$ cat src/common/cogsd_consts.svh
// Register offsets, field positions and reset values of the shutdown/timing block
// Assumes an 8-bit register port with a 4-bit word address
`ifndef COGSD_CONSTS_SVH
`define COGSD_CONSTS_SVH
`define COGSD_OFF_CTRL_A   4'h0
`define COGSD_OFF_CTRL_B   4'h1
`define COGSD_OFF_CNT0     4'h2
`define COGSD_OFF_CNT5     4'h7
`define COGSD_OFF_SD_CTRL  4'h8
`define COGSD_OFF_SD_SRC   4'h9
`define COGSD_OFF_STATUS   4'hA
`define COGSD_OFF_ALT_PIN  4'hB
`define COGSD_CA_EN        7
`define COGSD_CA_OE1       6
`define COGSD_CA_OE0       5
`define COGSD_CA_POL1      4
`define COGSD_CA_POL0      3
`define COGSD_CA_LD        2
`define COGSD_SD_ASDE      7
`define COGSD_SD_ARSEN     6
`define COGSD_SD_LVLB_HI   5
`define COGSD_SD_LVLB_LO   4
`define COGSD_SD_LVLA_HI   3
`define COGSD_SD_LVLA_LO   2
`define COGSD_RST_BYTE     8'h00
`define COGSD_DIV4_LAST    2'h3
`define COGSD_CNT_IDX_PH_R 3'h0
`endif

$ cat src/common/cogsd_pkg.sv
// Types shared by the shutdown/timing block
// Assumes the constants header for all numeric offsets
package cogsd_pkg;
   typedef enum logic [1:0] {
      COGSD_LVL_LOW  = 2'b00,
      COGSD_LVL_HIGH = 2'b01,
      COGSD_LVL_TRI  = 2'b10,
      COGSD_LVL_INACT = 2'b11
   } cogsd_lvl_t;
   typedef enum logic [1:0] {
      COGSD_CS_SYS  = 2'b00,
      COGSD_CS_DIV4 = 2'b01,
      COGSD_CS_FAST = 2'b10,
      COGSD_CS_RSV  = 2'b11
   } cogsd_cs_t;
   typedef enum logic {
      COGSD_ST_RUN  = 1'b0,
      COGSD_ST_SHUT = 1'b1
   } cogsd_st_t;
endpackage

$ cat src/hdl/cogsd_tick.sv
// Generator clock enable: selects system, divided-by-four or fast oscillator rate
// Assumes fast_tick is a one-cycle pulse synchronous to core_clk
`timescale 1ns/10ps
`include "cogsd_consts.svh"
module cogsd_tick (
   input  wire logic              core_clk,  // System clock
   input  wire logic              rst_n,     // Synchronised reset
   input  wire cogsd_pkg::cogsd_cs_t cs,     // Clock source select
   input  wire logic              fast_tick, // Fast oscillator rate pulse
   input  wire logic              en,        // Module enable
   output logic                   gen_tick,  // Generator clock enable
   output logic                   osc_keep   // Keep fast oscillator on in sleep
);
   logic [1:0] div_r;
   wire div_hit = (div_r == `COGSD_DIV4_LAST);

   always_ff @(posedge core_clk or negedge rst_n) begin
      if (!rst_n) div_r <= 2'h0;
      else        div_r <= div_r + 2'h1;
   end

   always_comb begin
      unique case (cs)
         cogsd_pkg::COGSD_CS_SYS:  gen_tick = 1'b1;
         cogsd_pkg::COGSD_CS_DIV4: gen_tick = div_hit;
         cogsd_pkg::COGSD_CS_FAST: gen_tick = fast_tick;
         cogsd_pkg::COGSD_CS_RSV:  gen_tick = 1'b0;
      endcase
   end
   // Sleep does not stop the block; only the oscillator request matters
   assign osc_keep = en && (cs == cogsd_pkg::COGSD_CS_FAST);

   property p_div4;
      @(posedge core_clk) disable iff (!rst_n)
      (cs == cogsd_pkg::COGSD_CS_DIV4) && gen_tick |=> !gen_tick;
   endproperty
   a_div4: assert property (p_div4) else $error("div4 tick too fast");
   property p_rsv;
      @(posedge core_clk) disable iff (!rst_n)
      (cs == cogsd_pkg::COGSD_CS_RSV) |-> !gen_tick;
   endproperty
   a_rsv: assert property (p_rsv) else $error("reserved source ticked");
   property p_osc;
      @(posedge core_clk) disable iff (!rst_n)
      en && (cs == cogsd_pkg::COGSD_CS_FAST) |-> osc_keep;
   endproperty
   a_osc: assert property (p_osc) else $error("fast oscillator released");
endmodule // cogsd_tick

$ cat src/hdl/cogsd_stage.sv
// One timing stage: phase, dead-band or blanking counter
// Assumes tick is the generator clock enable, and in_lvl is synchronous
`timescale 1ns/10ps
module cogsd_stage #(
   parameter int W = 8
) (
   input  wire logic         core_clk, // System clock
   input  wire logic         rst_n,    // Synchronised reset
   input  wire logic         tick,     // Generator clock enable
   input  wire logic [W-1:0] cnt,      // Active count
   input  wire logic         in_lvl,   // Stage input level
   output logic              out_lvl,  // Delayed rising edge, immediate fall
   output logic              busy      // Counting in progress
);
   logic [W-1:0] ctr_r;
   logic         in_q_r;
   logic         run_r;
   logic         done_r;
   logic [W-1:0] hi_r;
   wire zero = (cnt == '0);
   wire start = in_lvl && !in_q_r && !zero;
   wire last = run_r && tick && (ctr_r <= {{(W-1){1'b0}}, 1'b1});

   always_ff @(posedge core_clk or negedge rst_n) begin
      if (!rst_n) begin
         in_q_r <= 1'b0;
         run_r  <= 1'b0;
         done_r <= 1'b0;
         ctr_r  <= '0;
      end else begin
         in_q_r <= in_lvl;
         if (!in_lvl) begin
            run_r  <= 1'b0;
            done_r <= 1'b0;
         end else if (start) begin
            run_r <= 1'b1;
            ctr_r <= cnt;
         end else if (last) begin
            run_r  <= 1'b0;
            done_r <= 1'b1;
         end else if (run_r && tick) begin
            ctr_r <= ctr_r - {{(W-1){1'b0}}, 1'b1};
         end
      end
   end
   // Output changes only on a clock edge, so a following stage adds no uncertainty
   assign out_lvl = zero ? in_lvl : (done_r && in_lvl);
   assign busy = run_r;

   always_ff @(posedge core_clk or negedge rst_n) begin
      if (!rst_n)                  hi_r <= '0;
      else if (!in_lvl)            hi_r <= '0;
      else if (hi_r != {W{1'b1}})  hi_r <= hi_r + {{(W-1){1'b0}}, 1'b1};
   end
   property p_bypass;
      @(posedge core_clk) disable iff (!rst_n)
      zero |-> (out_lvl == in_lvl);
   endproperty
   a_bypass: assert property (p_bypass) else $error("zero count not bypassed");
   property p_min_delay;
      @(posedge core_clk) disable iff (!rst_n)
      $rose(out_lvl) && !zero |-> (hi_r >= cnt);
   endproperty
   a_min_delay: assert property (p_min_delay) else $error("stage delay short");
endmodule // cogsd_stage

$ cat src/hdl/cogsd_top.sv
// Complementary generator timing, auto-shutdown and buffered count update
// Assumes event and shutdown inputs synchronous to core_clk, pad logic outside
// Functional notes
// Zero phase count bypasses the stage, passing the event straight through.
// Each enabled stage output is clock-synchronous; total uncertainty stays one period.
// Stage order: blanking, then phase, then dead band, which re-arms blanking.
// Count N gives a delay between N and N plus one generator periods.
// Shutdown overrides both outputs until the first rising event after clearing.
// Software setting shutdown-active enters shutdown; clearing it restarts on rising event.
// A selected external shutdown input forces override levels at once, resetting drive.
// Five independently enabled sources; comparators and fault pin are active low.
// Shutdown inputs are levels; an asserted selected input holds shutdown.
// Two-bit override per output: low, high, tri-state or inactive PWM level. For output B, 11 drives !pol_b, which is B's active level.
// Polarity does not alter forced low or forced high override levels.
// Auto-restart bit chooses software restart or automatic restart.
// Software clear of shutdown-active is refused while any selected input is true.
// With auto-restart, hardware clears shutdown-active once inputs are false.
// While disabled, count writes reach the active buffers immediately.
// While enabled, counts move together only after the load bit is set.
// Hardware clears the load bit when the transfer completes.
// Block runs in sleep; fast oscillator kept on when enabled and selected.
// Outputs and fault input may be routed to alternate pins.
// Host programs everything while disabled, then enables and releases shutdown.
// Host programs both override levels before start; start is from shutdown.
// Shutdown set while disabled clears only by an enabled rising event or reset.
// Clock source: 00 system, 01 divided by four, 10 fast oscillator, 11 reserved.
// Shutdown inputs synchronised for status only; override path is combinational.
`timescale 1ns/10ps
`include "cogsd_consts.svh"
module cogsd_top #(
   parameter int CW = 8
) (
   input  wire logic       core_clk,          // 125 MHz system clock
   input  wire logic       rst_n,             // Asynchronous reset, active low
   input  wire logic [3:0] bus_addr,          // Register word address
   input  wire logic [7:0] bus_wdata,         // Write data
   input  wire logic       bus_wr,            // Write strobe
   input  wire logic       bus_rd,            // Read strobe
   output logic      [7:0] bus_rdata,         // Read data, cycle after strobe
   input  wire logic       rise_src,          // Selected rising event source
   input  wire logic       fall_src,          // Selected falling event source
   input  wire logic       limit_timer_one_output, // Shutdown source, high true
   input  wire logic       limit_timer_two_output, // Shutdown source, high true
   input  wire logic       comparator_one_result,  // Shutdown source, low true
   input  wire logic       comparator_two_result,  // Shutdown source, low true
   input  wire logic       fault_input_pin,   // Default fault pin, low true
   input  wire logic       fault_input_alt,   // Alternate fault pin, low true
   input  wire logic       fast_osc_tick,     // Fast oscillator rate pulse
   output logic            drive_output_a,    // Output A on default pin
   output logic            drive_output_a_oe, // Output A default pin enable
   output logic            drive_output_b,    // Output B on default pin
   output logic            drive_output_b_oe, // Output B default pin enable
   output logic            drive_output_a_alt,    // Output A on alternate pin
   output logic            drive_output_a_alt_oe, // Output A alternate enable
   output logic            drive_output_b_alt,    // Output B on alternate pin
   output logic            drive_output_b_alt_oe, // Output B alternate enable
   output logic            fast_osc_keep_on   // Request fast oscillator in sleep
);
   logic rst_m_r;
   logic rst_s_n;
   always_ff @(posedge core_clk or negedge rst_n) begin
      if (!rst_n) begin
         rst_m_r <= 1'b0;
         rst_s_n <= 1'b0;
      end else begin
         rst_m_r <= 1'b1;
         rst_s_n <= rst_m_r;
      end
   end

   logic [7:0] ctrl_a_r;
   logic [1:0] cs_r;
   logic       arsen_r;
   logic [1:0] lvl_a_r;
   logic [1:0] lvl_b_r;
   logic [4:0] sd_en_r;
   logic [2:0] alt_r;
   logic       asde_r;
   logic       ld_r;
   logic [5:0][CW-1:0] cnt_hold_r;
   logic [5:0][CW-1:0] cnt_act_r;
   logic [7:0] rdata_r;
   logic [4:0] sd_m_r;
   logic [4:0] sd_s_r;
   cogsd_pkg::cogsd_st_t st_r;
   cogsd_pkg::cogsd_st_t st_nxt;
   logic       pwm_on_r;
   logic       rise_q_r;
   logic       fall_q_r;

   // Address decode
   wire wr_ca  = bus_wr && (bus_addr == `COGSD_OFF_CTRL_A);
   wire wr_cb  = bus_wr && (bus_addr == `COGSD_OFF_CTRL_B);
   wire wr_sdc = bus_wr && (bus_addr == `COGSD_OFF_SD_CTRL);
   wire wr_sds = bus_wr && (bus_addr == `COGSD_OFF_SD_SRC);
   wire wr_alt = bus_wr && (bus_addr == `COGSD_OFF_ALT_PIN);
   wire wr_cnt = bus_wr && (bus_addr >= `COGSD_OFF_CNT0) && (bus_addr <= `COGSD_OFF_CNT5);
   wire [3:0] cnt_off = bus_addr - `COGSD_OFF_CNT0;
   wire [2:0] cnt_idx = cnt_off[2:0];
   wire en = ctrl_a_r[`COGSD_CA_EN];
   wire pol_a = ctrl_a_r[`COGSD_CA_POL0];
   wire pol_b = ctrl_a_r[`COGSD_CA_POL1];
   wire wr_ld = wr_ca && bus_wdata[`COGSD_CA_LD];

   // Shutdown sources
   wire fault_lvl = alt_r[2] ? fault_input_alt : fault_input_pin;
   wire [4:0] sd_raw = {limit_timer_two_output, limit_timer_one_output,
                        !comparator_two_result, !comparator_one_result, !fault_lvl};
   wire sd_any = |(sd_raw & sd_en_r);

   logic gen_tick;
   cogsd_tick u_tick (
      .core_clk  (core_clk),
      .rst_n     (rst_s_n),
      .cs        (cogsd_pkg::cogsd_cs_t'(cs_r)),
      .fast_tick (fast_osc_tick),
      .en        (en),
      .gen_tick  (gen_tick),
      .osc_keep  (fast_osc_keep_on)
   );

   // Stage chain
   logic blk_r_busy;
   logic blk_f_busy;
   logic rise_lvl;
   logic fall_lvl;
   logic db_a;
   logic db_b;
   wire rise_in = rise_src && en && !blk_f_busy;
   wire fall_in = fall_src && en && !blk_r_busy;

   cogsd_stage #(.W(CW)) u_ph_r (
      .core_clk (core_clk), .rst_n (rst_s_n), .tick (gen_tick), .cnt (cnt_act_r[0]),
      .in_lvl (rise_in), .out_lvl (rise_lvl), .busy ()
   );
   cogsd_stage #(.W(CW)) u_ph_f (
      .core_clk (core_clk), .rst_n (rst_s_n), .tick (gen_tick), .cnt (cnt_act_r[1]),
      .in_lvl (fall_in), .out_lvl (fall_lvl), .busy ()
   );
   cogsd_stage #(.W(CW)) u_db_r (
      .core_clk (core_clk), .rst_n (rst_s_n), .tick (gen_tick), .cnt (cnt_act_r[2]),
      .in_lvl (pwm_on_r), .out_lvl (db_a), .busy ()
   );
   cogsd_stage #(.W(CW)) u_db_f (
      .core_clk (core_clk), .rst_n (rst_s_n), .tick (gen_tick), .cnt (cnt_act_r[3]),
      .in_lvl (!pwm_on_r), .out_lvl (db_b), .busy ()
   );
   // Blanking is re-armed by the dead-band outputs going false
   cogsd_stage #(.W(CW)) u_blk_r (
      .core_clk (core_clk), .rst_n (rst_s_n), .tick (gen_tick), .cnt (cnt_act_r[4]),
      .in_lvl (!db_b), .out_lvl (), .busy (blk_r_busy)
   );
   cogsd_stage #(.W(CW)) u_blk_f (
      .core_clk (core_clk), .rst_n (rst_s_n), .tick (gen_tick), .cnt (cnt_act_r[5]),
      .in_lvl (!db_a), .out_lvl (), .busy (blk_f_busy)
   );

   wire rise_edge = rise_lvl && !rise_q_r;
   wire fall_edge = fall_lvl && !fall_q_r;
   wire sd_hold = sd_any || asde_r;
   // Release only on an enabled rising event with every cause gone
   wire restart = rise_edge && en && !sd_hold;

   always_comb begin
      st_nxt = st_r;
      unique case (st_r)
         cogsd_pkg::COGSD_ST_RUN:  if (sd_hold) st_nxt = cogsd_pkg::COGSD_ST_SHUT;
         cogsd_pkg::COGSD_ST_SHUT: if (restart) st_nxt = cogsd_pkg::COGSD_ST_RUN;
      endcase
   end
   // Software-set shutdown overrides at once too, not a cycle later via the state
   wire override = (st_r == cogsd_pkg::COGSD_ST_SHUT) || sd_hold;

   // Shutdown-active bit: hardware set wins over any clear
   wire asde_nxt = sd_any ? 1'b1 :
                   wr_sdc ? bus_wdata[`COGSD_SD_ASDE] :
                   arsen_r ? 1'b0 : asde_r;

   always_ff @(posedge core_clk or negedge rst_s_n) begin
      if (!rst_s_n) begin
         st_r     <= cogsd_pkg::COGSD_ST_SHUT;
         asde_r   <= 1'b0;
         pwm_on_r <= 1'b0;
         rise_q_r <= 1'b0;
         fall_q_r <= 1'b0;
      end else begin
         st_r     <= st_nxt;
         asde_r   <= asde_nxt;
         rise_q_r <= rise_lvl;
         fall_q_r <= fall_lvl;
         if (sd_any || !en)                  pwm_on_r <= 1'b0;
         else if (fall_edge)                 pwm_on_r <= 1'b0;
         else if (rise_edge && !asde_r)      pwm_on_r <= 1'b1;
      end
   end

   // Control registers
   always_ff @(posedge core_clk or negedge rst_s_n) begin
      if (!rst_s_n) begin
         ctrl_a_r <= `COGSD_RST_BYTE;
         cs_r     <= 2'h0;
         arsen_r  <= 1'b0;
         lvl_a_r  <= 2'h0;
         lvl_b_r  <= 2'h0;
         sd_en_r  <= 5'h00;
         alt_r    <= 3'h0;
      end else begin
         if (wr_ca)  ctrl_a_r <= {bus_wdata[7:3], 3'h0};
         if (wr_cb)  cs_r     <= bus_wdata[1:0];
         if (wr_sdc) arsen_r  <= bus_wdata[`COGSD_SD_ARSEN];
         if (wr_sdc) lvl_a_r  <= bus_wdata[`COGSD_SD_LVLA_HI:`COGSD_SD_LVLA_LO];
         if (wr_sdc) lvl_b_r  <= bus_wdata[`COGSD_SD_LVLB_HI:`COGSD_SD_LVLB_LO];
         if (wr_sds) sd_en_r  <= bus_wdata[4:0];
         if (wr_alt) alt_r    <= bus_wdata[2:0];
      end
   end

   // Count buffers
   wire xfer = ld_r && gen_tick;
   always_ff @(posedge core_clk or negedge rst_s_n) begin
      if (!rst_s_n) begin
         cnt_hold_r <= '0;
         cnt_act_r  <= '0;
         ld_r       <= 1'b0;
      end else begin
         if (wr_cnt) cnt_hold_r[cnt_idx] <= bus_wdata[CW-1:0];
         if (xfer) cnt_act_r <= cnt_hold_r;
         if (wr_cnt && !en) cnt_act_r[cnt_idx] <= bus_wdata[CW-1:0];
         if (wr_ld)     ld_r <= 1'b1;
         else if (xfer) ld_r <= 1'b0;
      end
   end

   // Status synchroniser, readback only
   always_ff @(posedge core_clk or negedge rst_s_n) begin
      if (!rst_s_n) begin
         sd_m_r <= 5'h00;
         sd_s_r <= 5'h00;
      end else begin
         sd_m_r <= sd_raw;
         sd_s_r <= sd_m_r;
      end
   end

   // Register read
   wire [7:0] rd_ca  = {ctrl_a_r[7:3], ld_r, 2'h0};
   wire [7:0] rd_sdc = {asde_r, arsen_r, lvl_b_r, lvl_a_r, 2'h0};
   wire [7:0] rd_st  = {(st_r == cogsd_pkg::COGSD_ST_SHUT), pwm_on_r, 1'b0, sd_s_r};
   wire [7:0] rd_cnt = 8'(cnt_hold_r[cnt_idx]);
   wire [7:0] rd_mux =
      (bus_addr == `COGSD_OFF_CTRL_A)  ? rd_ca :
      (bus_addr == `COGSD_OFF_CTRL_B)  ? {6'h00, cs_r} :
      (bus_addr == `COGSD_OFF_SD_CTRL) ? rd_sdc :
      (bus_addr == `COGSD_OFF_SD_SRC)  ? {3'h0, sd_en_r} :
      (bus_addr == `COGSD_OFF_STATUS)  ? rd_st :
      (bus_addr == `COGSD_OFF_ALT_PIN) ? {5'h00, alt_r} :
      ((bus_addr >= `COGSD_OFF_CNT0) && (bus_addr <= `COGSD_OFF_CNT5)) ? rd_cnt : 8'h00;
   always_ff @(posedge core_clk or negedge rst_s_n) begin
      if (!rst_s_n)    rdata_r <= 8'h00;
      else if (bus_rd) rdata_r <= rd_mux;
      else             rdata_r <= 8'h00;
   end
   assign bus_rdata = rdata_r;

   // Output levels; override bypasses flops so a fault acts at once
   wire pwm_a = db_a ^ pol_a;
   wire pwm_b = db_b ^ pol_b;
   wire ovr_a = (lvl_a_r == cogsd_pkg::COGSD_LVL_HIGH) ? 1'b1 :
                (lvl_a_r == cogsd_pkg::COGSD_LVL_INACT) ? pol_a : 1'b0;
   wire ovr_b = (lvl_b_r == cogsd_pkg::COGSD_LVL_HIGH) ? 1'b1 :
                (lvl_b_r == cogsd_pkg::COGSD_LVL_INACT) ? !pol_b : 1'b0;
   wire val_a = override ? ovr_a : pwm_a;
   wire val_b = override ? ovr_b : pwm_b;
   wire oe_a = ctrl_a_r[`COGSD_CA_OE0] && !(override && (lvl_a_r == cogsd_pkg::COGSD_LVL_TRI));
   wire oe_b = ctrl_a_r[`COGSD_CA_OE1] && !(override && (lvl_b_r == cogsd_pkg::COGSD_LVL_TRI));
   assign drive_output_a        = val_a;
   assign drive_output_b        = val_b;
   assign drive_output_a_alt    = val_a;
   assign drive_output_b_alt    = val_b;
   assign drive_output_a_oe     = oe_a && !alt_r[0];
   assign drive_output_a_alt_oe = oe_a && alt_r[0];
   assign drive_output_b_oe     = oe_b && !alt_r[1];
   assign drive_output_b_alt_oe = oe_b && alt_r[1];

   property p_sd_now;
      @(posedge core_clk) disable iff (!rst_s_n)
      sd_any && (lvl_b_r == cogsd_pkg::COGSD_LVL_LOW) |-> !val_b ##1 !pwm_on_r;
   endproperty
   a_sd_now: assert property (p_sd_now) else $error("fault did not override B");
   property p_refuse_clear;
      @(posedge core_clk) disable iff (!rst_s_n)
      sd_any && wr_sdc && !bus_wdata[`COGSD_SD_ASDE] |=> asde_r;
   endproperty
   a_refuse_clear: assert property (p_refuse_clear) else $error("clear accepted during fault");
   property p_ovr_hold;
      @(posedge core_clk) disable iff (!rst_s_n)
      (st_r == cogsd_pkg::COGSD_ST_SHUT) && !restart |=> (st_r == cogsd_pkg::COGSD_ST_SHUT);
   endproperty
   a_ovr_hold: assert property (p_ovr_hold) else $error("override left early");
   property p_auto;
      @(posedge core_clk) disable iff (!rst_s_n)
      asde_r && arsen_r && !sd_any && !wr_sdc |=> !asde_r;
   endproperty
   a_auto: assert property (p_auto) else $error("auto restart missed");
   property p_forced;
      @(posedge core_clk) disable iff (!rst_s_n)
      override && (lvl_b_r == cogsd_pkg::COGSD_LVL_HIGH) |-> val_b;
   endproperty
   a_forced: assert property (p_forced) else $error("forced high inverted");
   property p_ld_clr;
      @(posedge core_clk) disable iff (!rst_s_n)
      xfer && !wr_ld |=> !ld_r && (cnt_act_r == $past(cnt_hold_r));
   endproperty
   a_ld_clr: assert property (p_ld_clr) else $error("load bit not cleared");
   property p_buf_dis;
      @(posedge core_clk) disable iff (!rst_s_n)
      wr_cnt && !en |=> (cnt_act_r[$past(cnt_idx)] == $past(bus_wdata[CW-1:0]));
   endproperty
   a_buf_dis: assert property (p_buf_dis) else $error("disabled write not loaded");
   property p_buf_en;
      @(posedge core_clk) disable iff (!rst_s_n)
      en && !xfer && !(wr_cnt && !en) |=> $stable(cnt_act_r);
   endproperty
   a_buf_en: assert property (p_buf_en) else $error("buffer changed without load");
endmodule // cogsd_top

$ cat config.mk
export PLATFORM = sky130hd
export DESIGN_NAME = cogsd_top
export DESIGN_NICKNAME = d
export VERILOG_FILES = /design/src/common/cogsd_pkg.sv /design/src/hdl/cogsd_tick.sv /design/src/hdl/cogsd_stage.sv /design/src/hdl/cogsd_top.sv
export VERILOG_INCLUDE_DIRS = /design/src /design/src/common
export SDC_FILE = /design/constraint.sdc
export NUM_CORES = 1
export LEC_CHECK = 0
export ABC_AREA = 1
export BUFFER_PORTS_ARGS = -buffer_cell sky130_fd_sc_hd__clkbuf_2
export CELL_PAD_IN_SITES_DETAIL_PLACEMENT = 1
export CELL_PAD_IN_SITES_GLOBAL_PLACEMENT = 1
export CORE_UTILIZATION = 42
export DETAILED_ROUTE_END_ITERATION = 12
export GPL_ROUTABILITY_DRIVEN = 0
export GPL_TIMING_DRIVEN = 0
export PLACE_DENSITY = 0.82
export REMOVE_ABC_BUFFERS = 1
export SLEW_MARGIN = 40
export SYNTH_ARGS = -nofsm -noshare
export SYNTH_HDL_FRONTEND = slang
export SYNTH_SLANG_ARGS = --single-unit
$ cat constraint.sdc
create_clock -name core_clk -period 6.5 [get_ports core_clk]
set_input_delay 1.3 -clock core_clk [delete_from_list [all_inputs] [get_ports core_clk]]
set_output_delay 1.3 -clock core_clk [all_outputs]
set_load 0.01 [all_outputs]
# Word-level counts from Yosys, hierarchy flattened
# Cells that the tools add are included.
# word_totals
regBits	208
in_bits	25
out_inout_bits	17
word_cells	319
# classes
add_sub_neg	8
order_cmp	10
n_eq_ne	31
muxes	87
bitwise	7
n_reduce_logical	123
# op_table
cell	count
8-bit two-way mux	28
48-bit bitwise mux	2
48-bit two-way mux	2
1-bit logical AND	58
1-bit two-way mux	51
8-bit by 1-bit <= comparator with 1-bit output, second input constant	6
8-bit logical NOT	6
8-bit by 1-bit subtractor with 8-bit output, second input constant	6
1-bit logical NOT	30
8-bit binary-select mux with 3-bit select	1
8-bit demux with 3-bit select	1
3-bit AND reduction	6
4-bit == test, second input constant	4
2-bit nonzero test	8
3-bit nonzero test	5
2-bit == test, second input constant	7
2-bit by 1-bit inequality test with 1-bit output, second input constant	7
2-bit inequality test, second input constant	6
2-bit AND reduction	4
2-bit by 1-bit == test with 1-bit output, second input constant	3
3-bit inequality test, second input constant	2
5-bit AND	1
5-bit OR reduction	1
4-bit by 1-bit == test with 1-bit output, second input constant	1
14 further kinds	20

# Depth between registers and ports, before layout
# Gate-level depths: netlist of run 1.
# logic_depth
word_depth	11
ltp_mapped	12
mapped_depth_nobuf	12

# Hierarchy
# Synthesis of run 1 repeated with hierarchy kept, for this count alone.
# hier_totals
cells_unflattened	1467
hier_area_um2	12065.3
# by_module_without_submodules
mod	instances	cells_each	area_per_inst_um2	seq_area_each_um2
cogsd_top	1	788	6762.7	3554.7
cogsd_stage	6	111	867.1	275.3
cogsd_tick	1	13	100.1	50.0

# Least setup slack after synthesis of run 1
# OpenSTA, ideal clock, no wires.
# synth_path
path_kind	input to output
startpoint	in limit_timer_one_output
endpoint	out drive_output_b_alt
t_arrival_ns	2.385
t_required_ns	5.200
path_slack_ns	2.815
cell_stages	8
path_buffers	1
path_cell_list	nand2_1 nand2_1 a221oi_1 nand3_1 inv_1 o21ai_0 o21ai_0 buf_4
# synth_between
elab_chain_cells	5
# synth_rtl
element	line	text
start: declaration	cogsd_top.sv:42	input wire logic limit_timer_one_output,
5-bit AND	cogsd_top.sv:109	wire sd_any = |(sd_raw & sd_en_r);
5-bit OR reduction	cogsd_top.sv:109	
1-bit logical OR	cogsd_top.sv:160	wire sd_hold = sd_any || asde_r;
1-bit logical OR	cogsd_top.sv:172	wire override = (st_r == cogsd_pkg::COGSD_ST_SHUT) || sd_hold;
1-bit two-way mux	cogsd_top.sv:273	wire val_b = override ? ovr_b : pwm_b;
end: declaration	cogsd_top.sv:55	output logic drive_output_b_alt,
# Every way passes these cells.

# Worst setup path after layout of run 1
# layout_path
startpoint	in limit_timer_two_output
endpoint	out drive_output_b
# layout_between
elab_chain_cells	5
# layout_rtl
element	line	text
start: declaration	cogsd_top.sv:43	input wire logic limit_timer_two_output,
5-bit AND	cogsd_top.sv:109	
5-bit OR reduction	cogsd_top.sv:109	
1-bit logical OR	cogsd_top.sv:160	
1-bit logical OR	cogsd_top.sv:172	
1-bit two-way mux	cogsd_top.sv:273	
end: declaration	cogsd_top.sv:51	output logic drive_output_b,
# Every way passes these cells.

==> results of run 1 <==
-- cell families (layout without fill, tap and decap cells) --
group	after synthesis	count (layout)	share of synthesized area, %
flops	208	208	47.8
other cells	1	1	0.0344
simple gates	695	695	26.8
fa+ha+maj	16	16	1.84
compound gates	268	268	13.1
buf+inv	188	227	7.84
mux	1	1	0.0920
xor+xnor	30	30	2.41
-- per-layer routing --
metal / up-vias / track usage (%) / share of wire (%)
met5: - / 0 / 0
met4: 0 / 10.7 / 4.2
met3: 79 / 2.67 / 4.2
met2: 211 / 41.6 / 47
met1: 4723 / 34.0 / 45
li1: 4558 / - / -
-- stage by stage --
| stage | worst slack, ns | instances | util [%] | hold slack [ns] |
|---|---|---|---|---|
| 6_report | 2.19 | 1776 | 47.8 | 0.265 |
| 5_1_grt | 2.14 | 1776 | 47.8 | 0.301 |
| 2_1_floorplan | 0.276 | 1361 | - | 0.331 |
| 3_5_place_dp | 2.34 | 1737 | 44.7 | 0.273 |
| 4_1_cts | 2.33 | 1776 | 47.8 | 0.279 |
| 3_3_place_gp | -2.47 | 1732 | 44.2 | 0.333 |
-- path summary, 6_finish.rpt --
path	endpoint	cells after the start	startpoint	slack, ns
max in group asynchronous	u_ph_f.ctr_r[0]	3	rst_s_n	5.13
min	u_db_f.ctr_r[4]	0	rst_s_n	0.26
min reg2reg	u_db_f.ctr_r[4]	0	rst_s_n	0.26
min in group core_clk	rst_s_n	0	rst_m_r	0.34
max reg2reg	u_blk_f.ctr_r[4]	8	cnt_act_r[18]	4.10
max	drive_output_b	9	limit_timer_two_output	2.19
-- power breakdown --
group | internal, W | switching (W)
registers | 0.00165 | 0.000297
logic | 0.000524 | 0.000916
clock network | 0.000819 | 0.000539
total | 0.00299 | 0.00175
-- synth_stat cells (4+ instances only) --
master | number | area (sq um)
clkbuf_1 | 7 | 26.3
or2_2 | 4 | 25.0
buf_6 | 11 | 124
xor2_1 | 14 | 123
o21ai_2 | 5 | 43.8
nor2_4 | 5 | 56.3
buf_4 | 7 | 52.6
nor3_1 | 13 | 65.1
nor2_2 | 5 | 31.3
o21ai_1 | 41 | 205
o21ai_0 | 179 | 896
xnor2_1 | 16 | 140
inv_1 | 138 | 518
nor2_1 | 118 | 443
o22ai_1 | 4 | 25.0
nand2_2 | 11 | 68.8
nand3_1 | 88 | 440
a211oi_1 | 9 | 67.6
dfrtp_1 | 207 | 5180
ha_1 | 16 | 200
a21oi_1 | 18 | 90.1
nand4_1 | 10 | 62.6
buf_2 | 21 | 105
nand3_2 | 4 | 40.0
nand2_1 | 430 | 1610
-- registers in the layout, indices dropped and copies added, names as in the netlist, 3 cells and up --
signal and cells:
u_blk_r.ctr_r 8, u_blk_f.ctr_r 8, bus_rdata 8, u_ph_f.ctr_r 8, sd_en_r 5, sd_s_r 5, u_ph_r.ctr_r 8, cnt_hold_r 48
u_db_f.ctr_r 8, alt_r 3, u_db_r.ctr_r 8, sd_m_r 5, cnt_act_r 48, ctrl_a_r 5
-- final cells by class --
class | count | area, sq um
clock buffers | 33 | 696
clock inverters | 6 | 82.6
fillers | 3086 | 13200
inverters | 142 | 546
multi-input cells | 1011 | 4860
flip-flops and latches | 208 | 5210
well taps | 330 | 413
repair buffers | 46 | 305
==> flow_summary.yaml, run 1 <==
status:
  status: "completed"
synthesis:
  synthCells: 1407
  synth_area_per_cell_sq_um: 7.74
  yosysSeqAreaShare_pct: 47.8
  ys.flop_type: "dfrtp_1"
  netlist_area_sq_mm: 0.0109
  synthArstFlopShare_pct: 100
  synth_cell_types: 43
  synth_edf_count: 0
  ys_seq_elements: 208
  yosysWarnings: 0
die:
  die_x_um: 163
  die_h_um: 163
  io_pins: 42
  core-area_sq_mm: 0.0253
  rows: 58
  start_util_pct: 43.0
  die_area_sq_mm: 0.0266
critical_path:
  cp_max_fo: 4
  critPathCaptureType: "output pin"
  crit_path_start_kind: "input pin"
  path_delay_family: "compound AO/OA/AOI/OAI gates"
  critPathBufInv: 3
  worstSetupPathType: "in2out"
  cp_slowest_cell: "a221oi_1"
  arrival_ns: 3.01
  critPathMaxStageDelay_ns: 0.54
  worstPathRequired_ns: 5.20
  crit_chain: "clkbuf_2 > nand2_1 > nand2_1 > a221oi_1 > nand3_1 > inv_1 > o21ai_0 > o21ai_0 > clkbuf_2"
flow_run:
  maxCapViolations: 0
drt:
  drtAntennaViolNets: 0
  viasPerCell: 5.39
  via_count: 9571
  drc: 0
  drt_iter0_drc: 475
  wl_per_cell_um: 18.1
  first_pass_iters: 5
  finalWirelength_um: 32200
pwr:
  power_w: 0.00474
  power.leakage_nw: 5.96
  p_per_area_mw_per_mm2: 392
  peakVddDrop_uv: 197
global_routing:
  grt_overflow: 0
  grt_usage_pct: 25.3
  antenna_found_initial: 0
  grt_max_degree: 97
  grt_pass1_vias: 9852
  grt_pass1_wl_um: 52300
final_layout:
  area_delta_synth_final_pct: 11.3
  finalNetCount: 1474
  layout_common_cells: "430 x nand2_1, 206 x dfrtp_1, 177 x o21ai_0"
  layout-drive-gt1-share_pct: 9.06
  diodes: 0
  final_common_cell: "nand2_1"
  fin_area_sq_mm: 0.0121
timing:
  max_freq_mhz: 232
  grt_setup_unrepaired: "false"
  skew_ns: 0.0180
  period_share_pct: 66.3
  relSlewSlack_pct: 42.8
  slew_viol_final: 0
  setup_viol: 0
  tightest_slew_ns: 0.858
  fin_crit_ns: 4.31
  hold_viol_final: 0
  timing.setup.tns_ns: 0
clock_tree:
  cts_inserted_buffers: 24
  cts.repair.resized: 0
  ctsHoldBuffers: 0
  cts.sinks: 208
  clockRootBuffer: "clkbuf_16"
  cts_tree: "done"
  path_clk_slew_ns: 0.06
  clk_latency_ns: 0.53
  post-cts-setup-buffer-count: 0
  h-tree-depth: 1
  cts_buffer_depth: 3
min_path:
  hp-class: "reg2async"
place:
  placed_cell_area_sq_mm: 0.0113
  portBuffers: 41
  hpwl_um: 22500
Power figures use the tool's default switching activity.
==> inputs of run 2 (changes only) <==
Settings changed: CORE_UTILIZATION 42 to 47, PLACE_DENSITY 0.82 to 0.87.
Clock period 6.5 ns to 4.25 ns, I/O delays scaled along.
==> run 2 against run 1 <==
Against the previous run:
- die area fell by 11%
- first-iteration DRC count rose by 11%
- sequential share of layout area fell by 0.23 points
- clock skew fell by 0.0076 ns
- core utilization rose by 5.8 points
- design area rose by 0.53%
- count of clock-buffer cells in the layout rose by 1
- global-route usage rose by 4.2 points
==> flow_summary.yaml, run 2 (synthesis results as in run 1) <==
timing:
  max_freq_mhz: 294
  hold_viol_final: 0
  grt_setup_unrepaired: "false"
  tightest_slew_ns: 0.851
  relSlewSlack_pct: 42.9
  fin_crit_ns: 3.40
  skew_ns: 0.0104
  timing.hold.ws_ns: 0.101
  slew_viol_final: 0
  setup_viol: 0
  period_share_pct: 80.0
critical_path:
  cp_max_fo: 13
  ff2ff_path_depth: 8
  cp_slowest_cell: "dfrtp_1"
  path_delay_family: "flip-flops"
  critPathLaunch: "pwm_on_r"
  endpoint: "drive_output_b"
  crit_chain: "inv_1 > o21ai_2 > inv_1 > nor2_1 > o21ai_0 > o21ai_0 > clkbuf_2"
  reg2reg_from: "pwm_on_r"
  r2r-end: "u_db_r.ctr_r[1]"
  cp.depth: 7
  worstSetupPathType: "reg2out"
  critPathBufInv: 3
  arrival_ns: 2.55
  critPathMaxStageDelay_ns: 0.69
  crit_path_start_kind: "register"
  rrSetupSlack_ns: 1.76
  critPathCaptureType: "output pin"
  worstPathRequired_ns: 3.40
drt:
  drt_iter0_drc: 527
  via_count: 9703
  viasPerCell: 5.59
  first_pass_iters: 4
  drtAntennaViolNets: 0
  drc: 0
  finalWirelength_um: 33500
  wl_per_cell_um: 19.3
global_routing:
  grt_pass1_vias: 10251
  busiest_layer: "met2"
  antenna_found_initial: 0
  grt_max_degree: 62
  grt_overflow: 0
  grt_use_met3_pct: 3.73
  grt_pass1_wl_um: 55100
  met1_usage_pct: 37.9
  grtUsageMet2_pct: 50.8
  grt_usage_pct: 29.5
clock_tree:
  clockRootBuffer: "clkbuf_16"
  cts_buffer_depth: 3
  ctsHoldBuffers: 0
  cts_inserted_buffers: 24
  clk_latency_ns: 0.52
  cts.sinks: 208
  cts_tree: "done"
  h-tree-depth: 1
  path_clk_slew_ns: 0.06
  cts.repair.resized: 0
  post-cts-setup-buffer-count: 0
die:
  io_pins: 42
  rows: 55
  start_util_pct: 47.9
  die_h_um: 154
  core-area_sq_mm: 0.0227
  die_x_um: 154
  die_area_sq_mm: 0.0238
pwr:
  power.leakage_nw: 6.02
  p_per_area_mw_per_mm2: 615
  peakVddDrop_uv: 358
final_layout:
  final-instance-count-excl-fill: 1737
  final_common_cell: "nand2_1"
  layout-drive-gt1-share_pct: 9.30
  area_delta_synth_final_pct: 11.9
  layout_common_cells: "430 x nand2_1, 206 x dfrtp_1, 177 x o21ai_0"
  fin_area_sq_mm: 0.0122
  reg_top3: "cnt_act_r x48, cnt_hold_r x48"
  diodes: 0
  finalNetCount: 1476
flow_run:
  maxCapViolations: 0
place:
  placed_cell_area_sq_mm: 0.0113
  hpwl_um: 23200
  portBuffers: 41
  dp_cells: 1694
status:
  status: "completed"
min_path:
  hp-class: "in2async"
==> run 2: cell count changes in the layout (fill, tap and decap cells not counted) <==
cell	previous run	this run
bufinv_16	2	5
buf_12	5	7
clkbuf_1	4	6
clkbuf_8	4	3
clkinv_2	3	4
clkinvlp_4	1	0
nand2_4	3	4
nand2_8	1	0
o21ai_2	9	8
o21ai_4	0	1
==> run 2: worst register-to-register path, delay by kind of cell (launching register included) <==
family          cells  cell delay, ns
buf+inv             2            0.75
simple gates        3            0.34
compound gates      3            0.67
flops               1            0.58
==> run 2: area by class of cell <==
cell class / count / area, sq um
inverters: 142 / 546
fillers: 2834 / 10500
clock buffers: 34 / 689
clock inverters: 9 / 170
repair buffers: 48 / 345
flip-flops and latches: 208 / 5210
well taps: 285 / 357
multi-input cells: 1011 / 4860
==> run 2: routing by layer <==
| layer | vias to the layer above | part of all wire (%) |
|---|---|---|
| met5 | - | 0 |
| met4 | 0 | 3.7 |
| met3 | 74 | 4.2 |
| met2 | 217 | 49 |
| met1 | 4837 | 43 |
| li1 | 4575 | - |
==> run 2: stage by stage <==
stage,setup TNS [ns],utilization (%),setup slack (ns),total power [W]
6_report,0,53.6,0.850,0.00749
5_1_grt,0,53.6,0.665,0.00799
4_1_cts,0,53.5,0.882,0.00751
3_5_place_dp,0,49.8,1.02,0.00518
3_3_place_gp,-941.22,49.1,-4.60,0.00498
2_1_floorplan,-404.91,-,-1.97,0.00447
==> run 2: report_power, final <==
part / internal (W) / switching [W]
clock: 0.00143 / 0.000861
sequential: 0.00252 / 0.000461
combinational: 0.000804 / 0.00142
==> run 2: worst min path at each step <==
stage,cells after the start,endpoint,slack (ns),from
detailed placement,0,u_db_f.ctr_r[2],0.21,rst_s_n
global placement,0,sd_s_r[0],0.33,sd_m_r[0]
global route,1,rst_s_n,0.1,rst_n
floorplan,0,rst_s_n,0.33,rst_m_r
finish,1,rst_s_n,0.10,rst_n
CTS,1,rst_s_n,0.1,rst_n
==> inputs of run 3 (changes only) <==
Settings changed: ABC_AREA 1 to 0, CORE_UTILIZATION 47 to 45, PLACE_DENSITY 0.87 to 0.82.
Clock period 4.25 ns to 3.09 ns, I/O delays scaled along.
==> run 3 against run 2 <==
Against the previous run:
- critical path type unchanged
- design area shrank 2.3%
- final cell count shrank 22%
- critical endpoint is now drive_output_a
- via count shrank 14%
- die area grew 0.74%
==> flow_summary.yaml, run 3 <==
die:
  die_area_sq_mm: 0.0239
  die_x_um: 155
  core-area_sq_mm: 0.0228
  die_h_um: 155
  start_util_pct: 46.1
  io_pins: 42
  rows: 55
synthesis:
  synth_fa_ha_area_share_pct: 1.91
  yosysMostFrequentCell: "dfrtp_1"
  synth_compound_area_share_pct: 14.4
  yosysSeqAreaShare_pct: 49.6
  synth_top_area_share_pct: 49.3
  synthCells: 1000
  yosysWarnings: 0
  synth_edf_count: 0
  synth_cell_types: 69
  synth_area_leaders: "dfrtp_1 49%, mux2_2 7.0%, mux2i_1 6.2%, o21ai_0 4.6%, nand2_1 3.1%"
  synth_common_cells: "207 x dfrtp_1, 96 x o21ai_0, 86 x nand2_1"
  synthArstFlopShare_pct: 100
  synth_area_per_cell_sq_um: 10.5
  synthMuxAreaShare_pct: 14.9
  synth-simple-area-share_pct: 13.2
  synth_xor_area_share_pct: 1.84
  ys_seq_elements: 208
  synth_top_family_by_area: "multiplexers"
  ys.flop_type: "dfrtp_1"
  netlist_area_sq_mm: 0.0105
  synth_top_area_cell: "dfrtp_1"
global_routing:
  grt_overflow: 0
  antenna_found_initial: 0
  grt_pass1_wl_um: 50800
  grt_usage_pct: 27.4
  grt_max_degree: 44
  grt_pass1_vias: 8863
clock_tree:
  cts.sinks: 208
  h-tree-depth: 1
  cts_tree: "done"
  clk_latency_ns: 0.51
  clockRootBuffer: "clkbuf_16"
  cts_buffer_depth: 3
  path_clk_slew_ns: 0.06
  cts_inserted_buffers: 23
timing:
  slew_viol_final: 0
  hold_viol_final: 0
  relSlewSlack_pct: 44.9
  skew_ns: 0.0129
  period_share_pct: 97.4
  fin_crit_ns: 3.01
  max_freq_mhz: 332
  tightest_slew_ns: 0.823
  setup_viol: 0
  timing.hold.ws_ns: 0.236
  grt_setup_unrepaired: "false"
drt:
  drc: 0
  drt_iter0_drc: 760
  finalWirelength_um: 32300
  drtAntennaViolNets: 0
  viasPerCell: 6.17
  first_pass_iters: 5
  via_count: 8351
  wl_per_cell_um: 23.9
pwr:
  peakVddDrop_uv: 567
  power.leakage_nw: 4.97
  p_per_area_mw_per_mm2: 808
critical_path:
  crit_path_start_kind: "register"
  arrival_ns: 2.39
  critPathCaptureType: "output pin"
  worstSetupPathType: "reg2out"
  cp_max_fo: 11
  worstPathRequired_ns: 2.47
final_layout:
  final-instance-count-excl-fill: 1354
  layout-drive-gt1-share_pct: 20.0
  finalNetCount: 1067
  final_common_cell: "dfrtp_1"
  area_delta_synth_final_pct: 13.3
  fillers: 2502
  layout_common_cells: "204 x dfrtp_1, 95 x o21ai_0, 86 x nand2_1"
  multi_input_area_sq_mm: 0.00495
  reg_top3: "cnt_act_r x48, cnt_hold_r x48"
  fin_util_pct: 52.2
  fin_area_sq_mm: 0.0119
  final-seq-area_sq_mm: 0.00521
  diodes: 0
place:
  portBuffers: 41
  placed_cell_area_sq_mm: 0.0110
  dp_cells: 1305
  hpwl_um: 21000
min_path:
  hp-class: "in2reg"
status:
  status: "completed"
flow_run:
  maxCapViolations: 0
run 3: worst paths after layout:
check | from | end | slack (ns) | cells past startpoint
setup / recovery | cnt_act_r[22] | drive_output_a | 0.08 | 7
hold / removal | limit_timer_one_output | sd_m_r[3] | 0.24 | 1
setup reg to reg | cs_r[1] | cnt_act_r[16] | 0.35 | 6
hold reg to reg | rst_s_n | sd_s_r[4] | 0.25 | 0
max in group asynchronous | rst_s_n | st_r | 1.97 | 2
min in group asynchronous | rst_s_n | sd_s_r[4] | 0.25 | 0
run 3: repair_timing:
action                                  4_1_cts  5_1_grt
endpoints found under the setup margin       11        4
pin swaps                                     4        6
setup buffers                                 5        3
cloned                                        0        0
endpoints found under the hold margin         2        0
hold buffers                                  1        0
resized for setup                            15        6
run 3: cell families (layout without fill, tap and decap cells):
kind of cell    after synthesis  in the layout
fa+ha+maj                    16             16
other cells                   1              1
xor+xnor                     22             22
flops                       208            208
mux                         138            138
buf+inv                      99            140
compound gates              235            235
simple gates                281            281
run 3: routing by layer:
metal	vias to the layer above	global-route usage, %	routed length (um)
met5	-	0	0
met4	0	11.1	1130
met3	78	4.82	1820
met2	299	45.5	15800
met1	4303	35.6	13600
li1	3671	-	-
run 3: critical path, cell delays in order, from the launching register on:
cell,delay [ns]
dfrtp_1,0.40
or4_4,0.55
nor2_4,0.14
o21a_4,0.20
buf_4,0.22
nand3_1,0.10
o221a_2,0.14
clkbuf_2,0.13
run 3: layout make-up:
type	instances	area share, %
well taps	313	3.29
clock buffers	28	5.33
flip-flops and latches	208	43.8
multi-input cells	693	41.6
inverters	44	1.47
repair buffers	56	3.32
clock inverters	12	1.19
run 3: metrics by stage:
stage | total power, W | setup TNS, ns | setup slack (ns)
6_report | 0.00961 | 0 | 0.0789
5_1_grt | 0.0101 | 0 | 0.00333
4_1_cts | 0.00956 | 0 | 0.00476
3_5_place_dp | 0.00659 | -6.92 | -0.375
3_3_place_gp | 0.00637 | -1213.77 | -5.62
2_1_floorplan | 0.00567 | -645.07 | -3.13
run 3: report_power, final:
| group | internal, W | total (W) | switching (W) |
|---|---|---|---|
| Combinational | 0.00110 | 0.00240 | 0.00130 |
| Sequential | 0.00349 | 0.00437 | 0.000880 |
| Clock | 0.00171 | 0.00284 | 0.00114 |
